$ cat src/logic/asa_params.svh
/*
 Constants of the alarm status aggregator: sizes, register offsets,
 field positions, reset values, loop state codes and timing counts.
 Assumes it is included by its bare name from the package only.
*/
`ifndef ASA_PARAMS_SVH
`define ASA_PARAMS_SVH
// source counts; the last loop channel is the system phase loop
`define ASA_N_REF 4
`define ASA_N_LOOP 5
`define ASA_N_ALM (3 * `ASA_N_REF + 2 * `ASA_N_LOOP)
`define ASA_N_BLK (`ASA_N_REF + `ASA_N_LOOP)
`define ASA_N_GPIO 8
`define ASA_PIN_W 3
`define ASA_SEL_W 5
`define ASA_ST_W 3
// register offsets (byte addresses)
`define ASA_REG_CTRL 8'h00
`define ASA_REG_LIVE 8'h04
`define ASA_REG_STICKY 8'h08
`define ASA_REG_STICKY_CLR 8'h0c
`define ASA_REG_ALERT_EN 8'h10
`define ASA_REG_BLK_STICKY 8'h14
`define ASA_REG_BLK_CLR 8'h18
`define ASA_REG_BLK_EN 8'h1c
`define ASA_REG_GPIO_BASE 8'h20
`define ASA_REG_LOOP_STATE 8'h40
`define ASA_REG_ALERT_STAT 8'h44
// control register fields
`define ASA_CTRL_GEN 0
`define ASA_CTRL_AINV 1
`define ASA_CTRL_AON 2
`define ASA_CTRL_APIN_LSB 4
// reset values
`define ASA_CTRL_RST 32'h0000_0000
`define ASA_BLK_EN_RST 32'h0000_01ff
// loop state codes presented by each loop channel
`define ASA_LS_HOLDOVER 3'h4
`define ASA_LS_LOCKED 3'h3
// alert release hold: time in ns and derived cycles (round down)
`define ASA_RELEASE_NS 200000
`define ASA_CLK_NS 50
`define ASA_RELEASE_CYC (`ASA_RELEASE_NS / `ASA_CLK_NS)
`define ASA_CNT_W 12
`endif

$ cat src/logic/asa_pkg.sv
/*
 Types shared by the aggregator modules.
 Assumes asa_params.svh is on the include path.
*/
`include "asa_params.svh"
package asa_pkg;
    typedef logic [`ASA_N_ALM-1:0] asa_alm_t;
    typedef logic [`ASA_N_BLK-1:0] asa_blk_t;
    typedef struct packed {
        logic en;
        logic inv;
        logic sticky;
        logic [`ASA_SEL_W-1:0] sel;
    } asa_gpio_cfg_s;
    typedef asa_gpio_cfg_s [`ASA_N_GPIO-1:0] asa_cfg_arr_t;
    typedef struct packed {
        asa_alm_t prev;
        asa_alm_t sticky;
        asa_blk_t blk;
    } asa_bank_s;
    typedef struct packed {
        logic [`ASA_N_GPIO-1:0] gpio;
        logic [`ASA_N_GPIO-1:0] oe;
        logic [`ASA_CNT_W-1:0] hold;
        logic alert;
    } asa_pin_s;
    // owning block of alarm i: freq, los, activity per reference,
    // then holdover and lock per loop channel
    function automatic int asa_alm_block(input int i);
        if (i < 3 * `ASA_N_REF)
            return i % `ASA_N_REF;
        return `ASA_N_REF + ((i - 3 * `ASA_N_REF) % `ASA_N_LOOP);
    endfunction
endpackage

$ cat src/logic/asa_alarm_if.sv
/*
 Alarm bundle between register front end, sticky bank and pin drive.
 Assumes one clock domain shared by all users.
*/
`timescale 1ns/10ps
`default_nettype none
interface asa_alarm_if;
    import asa_pkg::*;
    asa_alm_t live;
    asa_alm_t sticky;
    asa_alm_t sticky_clr;
    asa_blk_t blk_sticky;
    asa_blk_t blk_clr;
    logic glob_en;
    modport bank(input live, sticky_clr, blk_clr, glob_en,
                 output sticky, blk_sticky);
    modport pins(input live, sticky, blk_sticky);
    modport ctl(output live, sticky_clr, blk_clr, glob_en,
                input sticky, blk_sticky);
endinterface
`default_nettype wire

$ cat src/logic/asa_sticky_bank.sv
/*
 Sticky change bits per alarm plus block-level sticky bits.
 Assumes clear vectors are single-cycle write-one pulses.
*/
`timescale 1ns/10ps
`default_nettype none
module asa_sticky_bank (
    input wire logic i_clk,
    input wire logic i_srst,
    asa_alarm_if.bank bus,
    input wire asa_pkg::asa_blk_t i_blk_en
);
    import asa_pkg::*;
    asa_bank_s st;
    asa_bank_s next_st;

    // edge detect on live bits, set beats clear, block follows members
    always_comb
    begin
        logic any;
        any = 1'b0;
        next_st = st;
        next_st.prev = bus.live;
        for (int i = 0; i < `ASA_N_ALM; i++)
        begin
            next_st.sticky[i] = (st.sticky[i] & ~bus.sticky_clr[i]) |
                (bus.glob_en & i_blk_en[asa_alm_block(i)] &
                 (bus.live[i] ^ st.prev[i]));
        end
        for (int b = 0; b < `ASA_N_BLK; b++)
        begin
            any = 1'b0;
            for (int i = 0; i < `ASA_N_ALM; i++)
                if (asa_alm_block(i) == b)
                    any = any | next_st.sticky[i];
            next_st.blk[b] = (st.blk[b] & ~bus.blk_clr[b]) | any;
        end
    end

    // state register
    always_ff @(posedge i_clk)
    begin
        if (i_srst)
            st <= '0;
        else
            st <= next_st;
    end

    assign bus.sticky = st.sticky;
    assign bus.blk_sticky = st.blk;
endmodule
`default_nettype wire

$ cat src/logic/asa_pin_drive.sv
/*
 Drives general-purpose pins with single alarms or the alert output.
 Assumes configuration is stable registers from the front end.
*/
`timescale 1ns/10ps
`default_nettype none
module asa_pin_drive (
    input wire logic i_clk,
    input wire logic i_srst,
    asa_alarm_if.pins bus,
    input wire asa_pkg::asa_alm_t i_alert_en,
    input wire asa_pkg::asa_cfg_arr_t i_cfg,
    input wire logic i_alert_on,
    input wire logic i_alert_inv,
    input wire logic [`ASA_PIN_W-1:0] i_alert_pin,
    output logic [`ASA_N_GPIO-1:0] o_gpio,
    output logic [`ASA_N_GPIO-1:0] o_gpio_oe,
    output logic o_alert
);
    import asa_pkg::*;
    asa_pin_s st;
    asa_pin_s next_st;

    // reference alarms show live; loop alarms live or sticky by config
    function automatic logic pick(input asa_gpio_cfg_s c, input asa_alm_t lv,
                                  input asa_alm_t sk);
        if (int'(c.sel) >= `ASA_N_ALM)
            return 1'b0;
        if (int'(c.sel) < 3 * `ASA_N_REF || !c.sticky)
            return lv[c.sel];
        return sk[c.sel];
    endfunction

    always_comb
    begin
        logic src;
        logic has_en;
        src = |(bus.sticky & i_alert_en);
        has_en = 1'b0;
        next_st = st;
        // block bits hold the alert too, for blocks with enabled members
        for (int b = 0; b < `ASA_N_BLK; b++)
        begin
            has_en = 1'b0;
            for (int i = 0; i < `ASA_N_ALM; i++)
                if (asa_alm_block(i) == b)
                    has_en = has_en | i_alert_en[i];
            src = src | (bus.blk_sticky[b] & has_en);
        end
        // negation lags the last clear by the release hold; the reload
        // leaves room for the alert and pin registers behind the counter
        if (src)
            next_st.hold = `ASA_CNT_W'(`ASA_RELEASE_CYC - 2);
        else if (st.hold != '0)
            next_st.hold = st.hold - `ASA_CNT_W'(1);
        next_st.alert = src | (st.hold != '0);
        for (int g = 0; g < `ASA_N_GPIO; g++)
        begin
            if (i_alert_on && int'(i_alert_pin) == g)
            begin
                next_st.gpio[g] = st.alert ^ i_alert_inv;
                next_st.oe[g] = 1'b1;
            end
            else
            begin
                next_st.gpio[g] = pick(i_cfg[g], bus.live, bus.sticky) ^
                    i_cfg[g].inv;
                next_st.oe[g] = i_cfg[g].en;
            end
        end
    end

    // state register
    always_ff @(posedge i_clk)
    begin
        if (i_srst)
            st <= '0;
        else
            st <= next_st;
    end

    assign o_gpio = st.gpio;
    assign o_gpio_oe = st.oe;
    assign o_alert = st.alert;
endmodule
`default_nettype wire

$ cat src/logic/asa_top.sv
/*
 Alarm status aggregator top: register port, live alarm derivation,
 sticky bank and pin drive.
 Assumes alarm inputs and loop state codes are synchronous to the core
 clock, and a master that never needs wait states.
*/
// Decided for this implementation: the address map and strobed register access.
`timescale 1ns/10ps
`default_nettype none
// Contract
// - each alarm has a live bit read as its present state
// - each alarm has a sticky bit set on change, held until cleared
// - sticky sets on both rising and falling live transitions
// - single-alarm pin shows live or sticky, high means alarm present; pins on reference alarms show live only
// - single-alarm pin polarity can be inverted
// - alert output is formed from sticky bits only
// - software picks the alert pin and per-alarm contribution
// - alert pin polarity can be inverted
// - holdover live bit follows channel being in holdover state
// - lock live bit needs channel locked and system analogue loop locked
// - sources: reference freq, loss, activity; loop holdover and lock
// - each block has sticky bit, clear bit, controls; loops show state
// - alert stays until individual and block sticky bits are cleared
// - one write clears any single bit, subset or all
// - alert may lag clears up to 200 us; host avoids direct irq
// - a global enable gates all alarm sources
// - loop live bits follow state; sticky on state entry and exit
// - only one pin carries the alert
// - alert is active high by default while enabled stickies set
// - alert holds until every contributing sticky is cleared
module asa_top (
    input wire logic I_CORE_CLK,
    input wire logic I_SRST,
    input wire logic [7:0] I_ADDR,
    input wire logic [31:0] I_WDATA,
    input wire logic I_WR,
    input wire logic I_RD,
    output logic [31:0] O_RDATA,
    input wire logic [`ASA_N_REF-1:0] I_REF_FREQ_ALM,
    input wire logic [`ASA_N_REF-1:0] I_REF_LOS_ALM,
    input wire logic [`ASA_N_REF-1:0] I_REF_ACT_ALM,
    input wire logic [`ASA_N_LOOP*`ASA_ST_W-1:0] I_LOOP_STATE,
    input wire logic I_SYS_APLL_LOCKED,
    output logic [`ASA_N_GPIO-1:0] O_GPIO,
    output logic [`ASA_N_GPIO-1:0] O_GPIO_OE
);
    import asa_pkg::*;

    // software-visible control state and read data
    typedef struct packed {
        logic glob_en;
        logic alert_inv;
        logic alert_on;
        logic [`ASA_PIN_W-1:0] alert_pin;
        asa_alm_t alert_en;
        asa_blk_t blk_en;
        asa_cfg_arr_t cfg;
        logic [31:0] rdata;
    } asa_top_s;

    asa_top_s st;
    asa_top_s next_st;
    asa_alarm_if alm ();
    asa_alm_t live;
    asa_alm_t sticky_clr;
    asa_blk_t blk_clr;
    logic alert;
    logic wr_sticky_clr;
    logic wr_blk_clr;

    // true when the address falls in the per-pin configuration window
    function automatic logic is_gpio(input logic [7:0] a);
        return a[7:5] == 3'h1;
    endfunction

    // pin index of a configuration address
    function automatic int gpio_idx(input logic [7:0] a);
        return int'(a[4:2]);
    endfunction

    // reference monitor alarms pass straight through as live bits
    generate
        for (genvar r = 0; r < `ASA_N_REF; r++)
        begin : g_ref
            assign live[r] = I_REF_FREQ_ALM[r];
            assign live[`ASA_N_REF + r] = I_REF_LOS_ALM[r];
            assign live[2 * `ASA_N_REF + r] = I_REF_ACT_ALM[r];
        end
    endgenerate

    // loop channel live bits decoded from the present state code
    generate
        for (genvar l = 0; l < `ASA_N_LOOP; l++)
        begin : g_loop
            logic [`ASA_ST_W-1:0] code;
            assign code = I_LOOP_STATE[l*`ASA_ST_W +: `ASA_ST_W];
            // holdover tracks the state directly
            assign live[3 * `ASA_N_REF + l] =
                code == `ASA_LS_HOLDOVER;
            // lock also needs the system analogue loop in lock
            assign live[3 * `ASA_N_REF + `ASA_N_LOOP + l] =
                (code == `ASA_LS_LOCKED) & I_SYS_APLL_LOCKED;
        end
    endgenerate

    // clear strobes are pure write pulses; no state is kept for them
    assign wr_sticky_clr = I_WR && I_ADDR == `ASA_REG_STICKY_CLR;
    assign wr_blk_clr = I_WR && I_ADDR == `ASA_REG_BLK_CLR;
    assign sticky_clr = wr_sticky_clr ?
        I_WDATA[`ASA_N_ALM-1:0] : '0;
    assign blk_clr = wr_blk_clr ? I_WDATA[`ASA_N_BLK-1:0] : '0;

    // bundle towards the sticky bank and the pin drive
    assign alm.live = live;
    assign alm.sticky_clr = sticky_clr;
    assign alm.blk_clr = blk_clr;
    assign alm.glob_en = st.glob_en;

    // register writes and the registered read answer
    always_comb
    begin
        logic [31:0] rd;
        rd = 32'h0000_0000;
        next_st = st;
        // control writes
        if (I_WR)
        begin
            unique case (I_ADDR)
                `ASA_REG_CTRL:
                begin
                    next_st.glob_en = I_WDATA[`ASA_CTRL_GEN];
                    next_st.alert_inv = I_WDATA[`ASA_CTRL_AINV];
                    next_st.alert_on = I_WDATA[`ASA_CTRL_AON];
                    next_st.alert_pin =
                        I_WDATA[`ASA_CTRL_APIN_LSB +: `ASA_PIN_W];
                end
                `ASA_REG_ALERT_EN:
                    next_st.alert_en = I_WDATA[`ASA_N_ALM-1:0];
                `ASA_REG_BLK_EN:
                    next_st.blk_en = I_WDATA[`ASA_N_BLK-1:0];
                default:
                begin
                    if (is_gpio(I_ADDR))
                        next_st.cfg[gpio_idx(I_ADDR)] =
                            I_WDATA[$bits(asa_gpio_cfg_s)-1:0];
                end
            endcase
        end
        // read mux; clear registers and holes read as zero
        if (I_RD)
        begin
            unique case (I_ADDR)
                `ASA_REG_CTRL:
                begin
                    rd[`ASA_CTRL_GEN] = st.glob_en;
                    rd[`ASA_CTRL_AINV] = st.alert_inv;
                    rd[`ASA_CTRL_AON] = st.alert_on;
                    rd[`ASA_CTRL_APIN_LSB +: `ASA_PIN_W] = st.alert_pin;
                end
                `ASA_REG_LIVE:
                    rd[`ASA_N_ALM-1:0] = live;
                `ASA_REG_STICKY:
                    rd[`ASA_N_ALM-1:0] = alm.sticky;
                `ASA_REG_ALERT_EN:
                    rd[`ASA_N_ALM-1:0] = st.alert_en;
                `ASA_REG_BLK_STICKY:
                    rd[`ASA_N_BLK-1:0] = alm.blk_sticky;
                `ASA_REG_BLK_EN:
                    rd[`ASA_N_BLK-1:0] = st.blk_en;
                `ASA_REG_LOOP_STATE:
                    rd[`ASA_N_LOOP*`ASA_ST_W-1:0] = I_LOOP_STATE;
                `ASA_REG_ALERT_STAT:
                    rd[0] = alert;
                default:
                begin
                    if (is_gpio(I_ADDR))
                        rd[$bits(asa_gpio_cfg_s)-1:0] =
                            st.cfg[gpio_idx(I_ADDR)];
                end
            endcase
        end
        // answer stands only in the cycle after the read strobe
        next_st.rdata = rd;
    end

    // state register with documented reset values
    always_ff @(posedge I_CORE_CLK)
    begin
        if (I_SRST)
        begin
            st <= '0;
            st.glob_en <= 1'(`ASA_CTRL_RST >> `ASA_CTRL_GEN);
            st.blk_en <= asa_blk_t'(`ASA_BLK_EN_RST);
        end
        else
        begin
            st <= next_st;
        end
    end

    // sticky change bits and block bits
    asa_sticky_bank u_bank (
        .i_clk(I_CORE_CLK),
        .i_srst(I_SRST),
        .bus(alm.bank),
        .i_blk_en(st.blk_en)
    );

    // pin outputs and the aggregated alert
    asa_pin_drive u_pins (
        .i_clk(I_CORE_CLK),
        .i_srst(I_SRST),
        .bus(alm.pins),
        .i_alert_en(st.alert_en),
        .i_cfg(st.cfg),
        .i_alert_on(st.alert_on),
        .i_alert_inv(st.alert_inv),
        .i_alert_pin(st.alert_pin),
        .o_gpio(O_GPIO),
        .o_gpio_oe(O_GPIO_OE),
        .o_alert(alert)
    );

    assign O_RDATA = st.rdata;
endmodule
`default_nettype wire

$ cat config.mk
export PLATFORM = sky130hd
export DESIGN_NAME = asa_top
export DESIGN_NICKNAME = d
export VERILOG_FILES = /design/src/logic/asa_pkg.sv /design/src/logic/asa_alarm_if.sv /design/src/logic/asa_sticky_bank.sv /design/src/logic/asa_pin_drive.sv /design/src/logic/asa_top.sv
export VERILOG_INCLUDE_DIRS = /design/src /design/src/logic
export SDC_FILE = /design/constraint.sdc
export NUM_CORES = 1
export LEC_CHECK = 0
export BUFFER_PORTS_ARGS = -buffer_cell sky130_fd_sc_hd__buf_2
export CAP_MARGIN = 20
export CORE_ASPECT_RATIO = 1.4
export CORE_MARGIN = 2
export CORE_UTILIZATION = 30
export CTS_BUF_LIST = sky130_fd_sc_hd__clkbuf_16
export DETAILED_ROUTE_END_ITERATION = 10
export PLACE_DENSITY_LB_ADDON = 0.2
export SYNTH_ARGS = -nofsm -noshare
export SYNTH_HDL_FRONTEND = slang
export SYNTH_SLANG_ARGS = --single-unit
$ cat constraint.sdc
create_clock -name I_CORE_CLK -period 6.85 [get_ports I_CORE_CLK]
set_input_delay 2.055 -clock I_CORE_CLK [delete_from_list [all_inputs] [get_ports I_CORE_CLK]]
set_output_delay 2.055 -clock I_CORE_CLK [all_outputs]
set_load 0.02 [all_outputs]
### Word-level counts from Yosys, hierarchy flattened

Cells that the tools add are included.

* word-level logic and storage cells: 496
* register bits: 215
* output and inout bits: 48
* input port bits: 72

* reduce and logical (&&, ||, !) cells: 40
* order comparisons: 26
* bitwise gates (word level): 208
* multiplexer cells: 146
* equality and inequality tests: 27
* $add $sub $neg: 1

Operators by type and width (count)
* 1-bit two-way mux: 112
* 1-bit binary-select mux with 5-bit select: 16
* 1-bit bitwise AND: 76
* 1-bit bitwise OR: 67
* 64-bit bitwise mux: 1
* 5-bit by 6-bit < comparator with 1-bit output (second input constant): 8
* 5-bit >= comparator (second input constant): 8
* 5-bit by 4-bit < comparator with 1-bit output (second input constant): 8
* 1-bit NOT: 33
* 8-bit by 5-bit equality test with 1-bit output (second input constant): 4
* 1-bit XOR: 31
* 3-bit equality test (second input constant): 9
* 8-bit binary-select mux with 3-bit select: 1
* 8-bit demux with 3-bit select: 1
* 12-bit two-way mux: 2
* 8-bit two-way mux: 3
* 3-bit one-hot mux with 8 select lines: 1
* 6-bit one-hot mux with 4 select lines: 1
* 22-bit bitwise AND: 1
* 22-bit two-way mux: 1
* 22-bit OR reduction: 1
* 3-bit by 2-bit equality test with 1-bit output (second input constant): 7
* 7-bit one-hot mux with 3 select lines: 1
* 8-bit by 4-bit equality test with 1-bit output (second input constant): 2
* 22 further kinds: 53

### Depth between registers and ports, before layout

Gate-level depths: netlist (run 1).

* depth after elaboration: 13
* mapped depth: 9
* gate-level depth less buffers: 8

### Hierarchy

Synthesis (run 1) repeated with hierarchy kept, for this count alone.

* cells, all modules: 1476
* area total of the unflattened synthesis: 13437.9 um^2

By module, submodules not included
* asa_top: seq. area each 2462.4 um^2, area an instance 6264.8 um^2, cells each 725, times used 1
* asa_pin_drive: seq. area each 580.6 um^2, area an instance 4936.0 um^2, cells each 531, times used 1
* asa_sticky_bank: seq. area each 1061.0 um^2, area an instance 2237.1 um^2, cells each 220, times used 1

### Least setup slack after synthesis (run 1)

OpenSTA, ideal clock, no wires.

* path kind: input -> register
* start: input port I_LOOP_STATE[12]
* end: register u_pins.st (netlist bit u_pins.o_gpio[0])
* data required time: 6.720 ns
* cell stages on the path: 8
* slack: 2.891 ns
* arrival: 3.829 ns
* setup time: 0.130 ns
* buffers on the path: 1
* path through: or3b_1 > buf_2 > mux4_2 > a2bb2oi_1 > or3_1 > a32oi_1 > xnor2_1 > o31ai_2

* longest elaborated chain between the ends: 10
* elaborated cells on any way between the ends: 11
* classes of those cells: 2 x eq/ne; 7 x mux; 2 x bitwise

RTL lines
* start, declared: line asa_top.sv:42 `` input wire logic [`ASA_N_LOOP*`ASA_ST_W-1:0] I_LOOP_STATE, ``
* 3-bit by 2-bit equality test with 1-bit output (no source line)
* 1-bit bitwise AND: line asa_top.sv:102 `` (code == `ASA_LS_LOCKED) & I_SYS_APLL_LOCKED; ``
* 1-bit binary-select mux with 5-bit select (*): line asa_pin_drive.sv:30 `return lv[c.sel];`
* 1-bit two-way mux (implied by the code) (*): line asa_pin_drive.sv:30
* 1-bit two-way mux (*): line asa_pin_drive.sv:29 `` if (int'(c.sel) < 3 * `ASA_N_REF || !c.sticky) ``
* 1-bit two-way mux (*): line asa_pin_drive.sv:31 `return sk[c.sel];`
* 1-bit two-way mux (*): line asa_pin_drive.sv:29
* 1-bit two-way mux (*): line asa_pin_drive.sv:59 `if (i_alert_on && int'(i_alert_pin) == g)`
* 1-bit XOR (*): line asa_pin_drive.sv:66 `next_st.gpio[g] = pick(i_cfg[g], bus.live, bus.sticky) ^`
* 1-bit two-way mux (*): line asa_pin_drive.sv:59
* end signal, assigned: line asa_pin_drive.sv:79 `st <= next_st;`
* end, declared: line asa_pin_drive.sv:21 `asa_pin_s st;`

Every way passes the cells marked *; elsewhere a longest branch is shown, timed or not. The select of a mux whose other input is x is not followed.
A chain may end at the register's enable or synchronous reset.

### Worst setup path in the final report (run 1)

* start: input port I_ADDR[3]
* end: register st (netlist bit O_RDATA[7])

* longest elaborated chain between the ends: 4
* elaborated cells on any way between the ends: 13
* classes of those cells: 7 x eq/ne; 4 x mux; 2 x reduce/logical

RTL lines
* start, declared: line asa_top.sv:34 `input wire logic [7:0] I_ADDR,`
* 8-bit binary-select mux with 3-bit select: line asa_top.sv:178 `st.cfg[gpio_idx(I_ADDR)];`
* 8-bit two-way mux (implied by the code): line asa_top.sv:178
* 8-bit two-way mux: line asa_top.sv:176 `if (is_gpio(I_ADDR))`
* 1-bit one-hot mux with 7 select lines (*): line asa_top.sv:152 `unique case (I_ADDR)`
* end signal, assigned: line asa_top.sv:197 `st <= next_st;`
* end, declared: line asa_top.sv:61 `asa_top_s st;`

Marks and branches as above.

==> flow_metrics.env, run 1 <==
export IMPL_power_mw=2.876
export IMPL_cts_tree="yes"
export IMPL_routed_via_density=5.740
export IMPL_ant_nets=0
export IMPL_ys_seq_elements=205
export IMPL_fin_tns_setup_ps=0
export IMPL_slew_headroom_pct=27.46
export IMPL_clkLatencyLatePin_ps=540
export IMPL_rows=86
export IMPL_synthesis_area_um2=11990
export IMPL_initial_core_util_pct=30.44
export IMPL_syn_avg_cell_area_um2=9.116
export IMPL_grt_busiest_layer="met2"
export IMPL_peakVddDrop_mv=0.2029
export IMPL_synth_area_leader_cell="dfxtp_1"
export IMPL_drt_pass1_iterations=6
export IMPL_clkTransAtPathRegs_ps=60
export IMPL_antenna_found_initial=0
export IMPL_hold_class="flip-flop to flip-flop"
export IMPL_use_met1_pct=27.21
export IMPL_grtUsageMet2_pct=39.94
export IMPL_power_leakage_nw=4.765
export IMPL_syn_inst=1315
export IMPL_crit_chain="buf_2, nor4_2, nand2_1, nor3b_2, a22oi_1, a31oi_1"
export IMPL_io_pins=120
export IMPL_grt_pass1_vias=10060
export IMPL_cts_root_buf="clkbuf_16"
export IMPL_globalRouteMet3Util_pct=3.495
export IMPL_htree_levels=1
export IMPL_rsz0062_at_grt="no"
export IMPL_fin_nets=1355
export IMPL_max_freq_ghz=0.2370
export IMPL_die_y_um=240.5
export IMPL_hpwl_um=34240
export IMPL_ys_seq_area_share_pct=34.23
export IMPL_drc=0
export IMPL_areaGrowthSynthToFinish_pct=10.08
export IMPL_cts_setup_buffers=0
export IMPL_finClkSkew_ps=10.90
export IMPL_drv_cap=0
export IMPL_setup_worst_path_class="primary input to flip-flop"
export IMPL_placed_cells=1784
export IMPL_status="complete, no violations"
export IMPL_crit_arrival_ps=4610
export IMPL_grt_first_pass_wirelength_um=69750
export IMPL_pre_cts_slack_ps=2150
export IMPL_final_area_um2=13200
export IMPL_setup_violations=0
export IMPL_worst_slew_pin_slew_ps=1085
export IMPL_slowest_stage="nor3b_2"
export IMPL_clockBufferDepth=3
export IMPL_clock_sinks=205
export IMPL_grt_usage_pct=22.57
export IMPL_holdBufCountCts=0
export IMPL_worst_slack_ps=2631
export IMPL_synth_ff_type="dfxtp_1"
export IMPL_crit_family="simple AND/OR/NAND/NOR gates"
export IMPL_n_fill_cell=4204
export IMPL_critical_path_required_ps=7240
export IMPL_period_needed_ps=4219
export IMPL_fin_cells=1826
export IMPL_yosys_area_top_type_share_pct=34.23
export IMPL_crit_path_start_kind="primary input"
export IMPL_portBuffers=99
export IMPL_finalWirelength_um=48150
export IMPL_synth_area_leaders="dfxtp_1 (34%), mux4_2 (12%), mux2i_1 (8.3%)"
export IMPL_drtIter0Drc=1043
export IMPL_async_flop_share_pct=0
export IMPL_finalMaxSlewViolations=0
export IMPL_r2r_setup_slack_ps=3900
export IMPL_cts_repair_resized=0
export IMPL_endpoint_kind="flip-flop"
export IMPL_drive_above_1_share_pct=18.49
export IMPL_cts_buffers=24
export IMPL_dieWidth_um=172.9
export IMPL_synth_cell_types=73
export IMPL_synth_edff_count=0
export IMPL_critical_path_max_stage_delay_ps=910
export IMPL_synthesis_yosys_warnings=0
export IMPL_placed_cell_area_um2=12440
export IMPL_holdWs_ps=492.9
export IMPL_num_vias=10480
export IMPL_p_per_area_nw_per_um2=217.9
export IMPL_gp_congestion=0.9571
export IMPL_hold_viol_final=0
export IMPL_n_antenna_cell=0
export IMPL_synth_most_common_cell="dfxtp_1"
export IMPL_crit_buf_inv=1
export IMPL_fin_crit_sh_pct=61.59
export IMPL_utilization_pct=33.51
export IMPL_grt_max_degree=61
export IMPL_wl_per_cell_um=26.37
export IMPL_die_area_um2=41600
export IMPL_synthTopCellsByCount="dfxtp_1 (205), nand2_1 (141), nor2_1 (140)"
export IMPL_core_region_area_um2=39380
export IMPL_overflow=0
export IMPL_critPathMaxFanout=14
[layout make-up]
class	count	area, µm²	share of cell area, %
inverters	16	60.06	0.4551
well taps	528	660.6	5.006
clock inverters	17	131.4	0.9955
flip-flops and latches	205	4104	31.10
repair buffers	116	625.6	4.741
clock buffers	25	625.6	4.741
multi-input cells	919	6989	52.96
[final timing paths]
kind                                      to  cells past startpoint                  start
worst max-delay path              O_RDATA[7]                      6              I_ADDR[3]
worst min-delay path                 st[123]                      2                st[123]
worst max register to register  u_pins.st[7]                      7  u_bank.bus.sticky[17]
worst min register to register       st[123]                      2                st[123]
[worst register-to-register path, cell delays in order (launching register included)]
cell      delay [ps]
dfxtp_1          510
a22o_1           280
a221oi_1         440
nand3_1          110
or4_1            500
nor2_1           650
nand2_1          230
nor2_1           170
[registers in the layout, summed over array words and instances (netlist names)]
| signal | cells |
|---|---|
| u_bank.st | 22 |
| alm.glob_en | 1 |
| u_pins.o_gpio | 8 |
| u_pins.o_gpio_oe | 8 |
| u_bank.bus.blk_sticky | 9 |
| u_bank.bus.sticky | 22 |
| u_pins.st | 12 |
| O_RDATA | 22 |
| st | 100 |
| u_pins.o_alert | 1 |
[cell usage in the layout, fill, tap and decap left out, types with 6 or more instances in the layout]
cell type | Yosys | routed
conb_1 | 1 | 10
a32oi_1 | 25 | 25
buf_2 | 7 | 98
xor2_1 | 26 | 26
and3_1 | 6 | 6
nor3b_1 | 19 | 18
nor2b_1 | 31 | 31
and4b_1 | 6 | 6
nand4_1 | 7 | 7
nand2_1 | 141 | 141
xnor2_1 | 16 | 16
nor2_1 | 140 | 140
nand4b_1 | 10 | 10
o21ai_0 | 22 | 22
a41oi_1 | 7 | 7
nand2b_1 | 7 | 7
clkbuf_16 | 0 | 25
inv_1 | 15 | 19
nand3_1 | 21 | 21
a222oi_1 | 18 | 18
mux2_2 | 15 | 15
buf_4 | 48 | 18
o31ai_1 | 11 | 11
nor3_1 | 14 | 14
a22oi_1 | 20 | 20
mux2i_1 | 100 | 100
dfxtp_1 | 205 | 205
a21oi_1 | 70 | 70
mux4_2 | 66 | 66
nand3b_1 | 11 | 11
a31oi_1 | 10 | 10
a22o_1 | 6 | 6
[report_power, final]
part / switching (mW) / internal [mW] / leakage [nW] / total, mW
logic: 0.222 / 0.136 / 2.72 / 0.358
clock network: 0.526 / 0.731 / 0.388 / 1.26
registers: 0.0324 / 1.23 / 1.66 / 1.26
[logic make-up after synthesis]
family / count (synthesis) / share of synthesized area (%)
adders and majority gates: 1 / 0.1044
DFF: 205 / 34.23
buffers and inverters: 200 / 7.838
other: 1 / 0.03128
xor gates and xnor gates: 42 / 3.069
AOI/OAI and AO/OA: 241 / 14.26
and+or+nand+nor: 443 / 18.09
muxes: 182 / 22.38
[metal layers]
metal  routed length [µm]  share of wire, %  up-vias
met5                    0                 0        -
met4                 2027               4.2        0
met3                 3046               6.3      109
met2                24170                50      471
met1                18910                39     5218
li1                     -                 -     4684
Note: power is estimated with default switching activity, not from simulation.
==> inputs of run 2 (changes only) <==
==> constraint.sdc (replaced) <==
create_clock -name I_CORE_CLK -period 4.25 [get_ports I_CORE_CLK]
set_input_delay 1.275 -clock I_CORE_CLK [delete_from_list [all_inputs] [get_ports I_CORE_CLK]]
set_output_delay 1.275 -clock I_CORE_CLK [all_outputs]
set_load 0.02 [all_outputs]
==> flow_metrics.env, run 2 (same netlist as run 1, synthesis figures left out) <==
export IMPL_status="complete, no violations"
export IMPL_largest_reg_flops=100
export IMPL_core_region_area_um2=39380
export IMPL_rows=86
export IMPL_num_vias=10500
export IMPL_drt_pass1_iterations=7
export IMPL_critPathMaxFanout=12
export IMPL_die_area_um2=41600
export IMPL_multi_input_area_um2=6989
export IMPL_top_register="st"
export IMPL_power_mw=4.497
export IMPL_grt_first_pass_wirelength_um=70140
export IMPL_fin_tns_setup_ps=0
export IMPL_setup_worst_path_class="primary input to flip-flop"
export IMPL_r2r_setup_slack_ps=1420
export IMPL_worst_slew_pin_slew_ps=948.1
export IMPL_peakVddDrop_mv=0.3055
export IMPL_max_freq_ghz=0.3182
export IMPL_clkTransAtPathRegs_ps=60
export IMPL_layout_common_cells="dfxtp_1 (205), nand2_1 (141), nor2_1 (140)"
export IMPL_drv_cap=0
export IMPL_wl_per_cell_um=26.00
export IMPL_regArea_um2=4104
export IMPL_ant_nets=0
export IMPL_overflow=0
export IMPL_portBuffers=99
export IMPL_endpoint="u_bank.bus.blk_sticky[0]"
export IMPL_crit_arrival_ps=3520
export IMPL_grt_pass1_vias=10190
export IMPL_period_needed_ps=3143
export IMPL_finalMaxSlewViolations=0
export IMPL_fin_crit_sh_pct=73.95
export IMPL_cts_tree="yes"
export IMPL_hpwl_um=34550
export IMPL_clkLatencyLatePin_ps=540
export IMPL_holdBufCountCts=0
export IMPL_gp_congestion=1.000
export IMPL_htree_levels=1
export IMPL_cts_buffers=23
export IMPL_p_per_area_nw_per_um2=339.9
export IMPL_grt_usage_pct=22.56
export IMPL_worst_slack_ps=1107
export IMPL_reg2regPathDepth=7
export IMPL_antenna_found_initial=1
export IMPL_crit_path_start_kind="primary input"
export IMPL_clock_sinks=205
export IMPL_finClkSkew_ps=12.94
export IMPL_drc=0
export IMPL_rsz0062_at_grt="no"
export IMPL_fin_nets=1368
export IMPL_grt_max_degree=88
export IMPL_hold_class="flip-flop to flip-flop"
export IMPL_io_pins=120
export IMPL_power_leakage_nw=4.798
export IMPL_holdWs_ps=498.2
export IMPL_cts_setup_buffers=0
export IMPL_areaGrowthSynthToFinish_pct=10.37
export IMPL_die_y_um=240.5
export IMPL_n_antenna_cell=0
export IMPL_critical_path_required_ps=4630
export IMPL_routed_via_density=5.713
export IMPL_drive_above_1_share_pct=19.31
export IMPL_hold_viol_final=0
export IMPL_r2r_start="u_bank.bus.sticky[17]"
export IMPL_clockBufferDepth=3
export IMPL_finalWirelength_um=47790
export IMPL_cts_root_buf="clkbuf_16"
export IMPL_slew_headroom_pct=36.56
export IMPL_setup_violations=0
export IMPL_crit_start="I_ADDR[1]"
export IMPL_cts_repair_resized=0
export IMPL_initial_core_util_pct=30.44
export IMPL_layout_commonest_cell="dfxtp_1"
export IMPL_pre_cts_slack_ps=626.3
export IMPL_r2r_end="u_pins.st[7]"
export IMPL_n_fill_cell=4216
export IMPL_drtIter0Drc=1121
export IMPL_dieWidth_um=172.9
export IMPL_endpoint_kind="flip-flop"
## run 2: final cells by class
cell class,instances,area share [%]
Multi-Input combinational cell,919,52.82
Sequential cell,205,31.02
Timing Repair Buffer,130,5.522
Tap cell,528,4.993
Clock buffer,23,4.350
Clock inverter,17,0.8416
Inverter,16,0.4539
## run 2: per-layer routing
layer | wire, µm | vias up | track usage [%]
li1 | - | 4704 | -
met1 | 19210 | 5259 | 27.06
met2 | 23780 | 432 | 40.24
met3 | 2495 | 106 | 2.609
met4 | 2298 | 0 | 10.71
met5 | 0 | - | 0
## run 2: where the power goes
group	leakage (nW)	internal, mW	switching (mW)
logic	2.79	0.223	0.357
clock network	0.352	1.04	0.840
registers	1.66	1.98	0.0542
total	4.80	3.25	1.25
## run 2: worst min path at each step
| stage | startpoint | to | slack [ps] | depth (start not counted) |
|---|---|---|---|---|
| after global placement | st[111] | st[111] | 480 | 2 |
| after detailed placement | st[111] | st[111] | 480 | 2 |
| final | st[111] | st[111] | 500 | 2 |
| after global routing | st[110] | st[110] | 530 | 2 |
| after floorplan | st[87] | u_pins.o_gpio_oe[6] | 430 | 2 |
| after CTS | st[111] | st[111] | 490 | 2 |
## run 2: metrics by stage
stage / area, µm² / utilization, % / std cells
floorplan: 12020 / - / 1324
global placement: 12540 / 31.85 / 1798
detailed placement: 12540 / 31.85 / 1798
CTS: 13230 / 33.60 / 1838
global route: 13230 / 33.60 / 1838
finish: 13230 / 33.60 / 1838
## run 2: critical path: stages
cell	delay [ps]
buf_2	130
nor2_1	430
and3_1	400
and3_1	490
buf_4	290
nand2_1	70
a32oi_1	270
a41oi_1	160
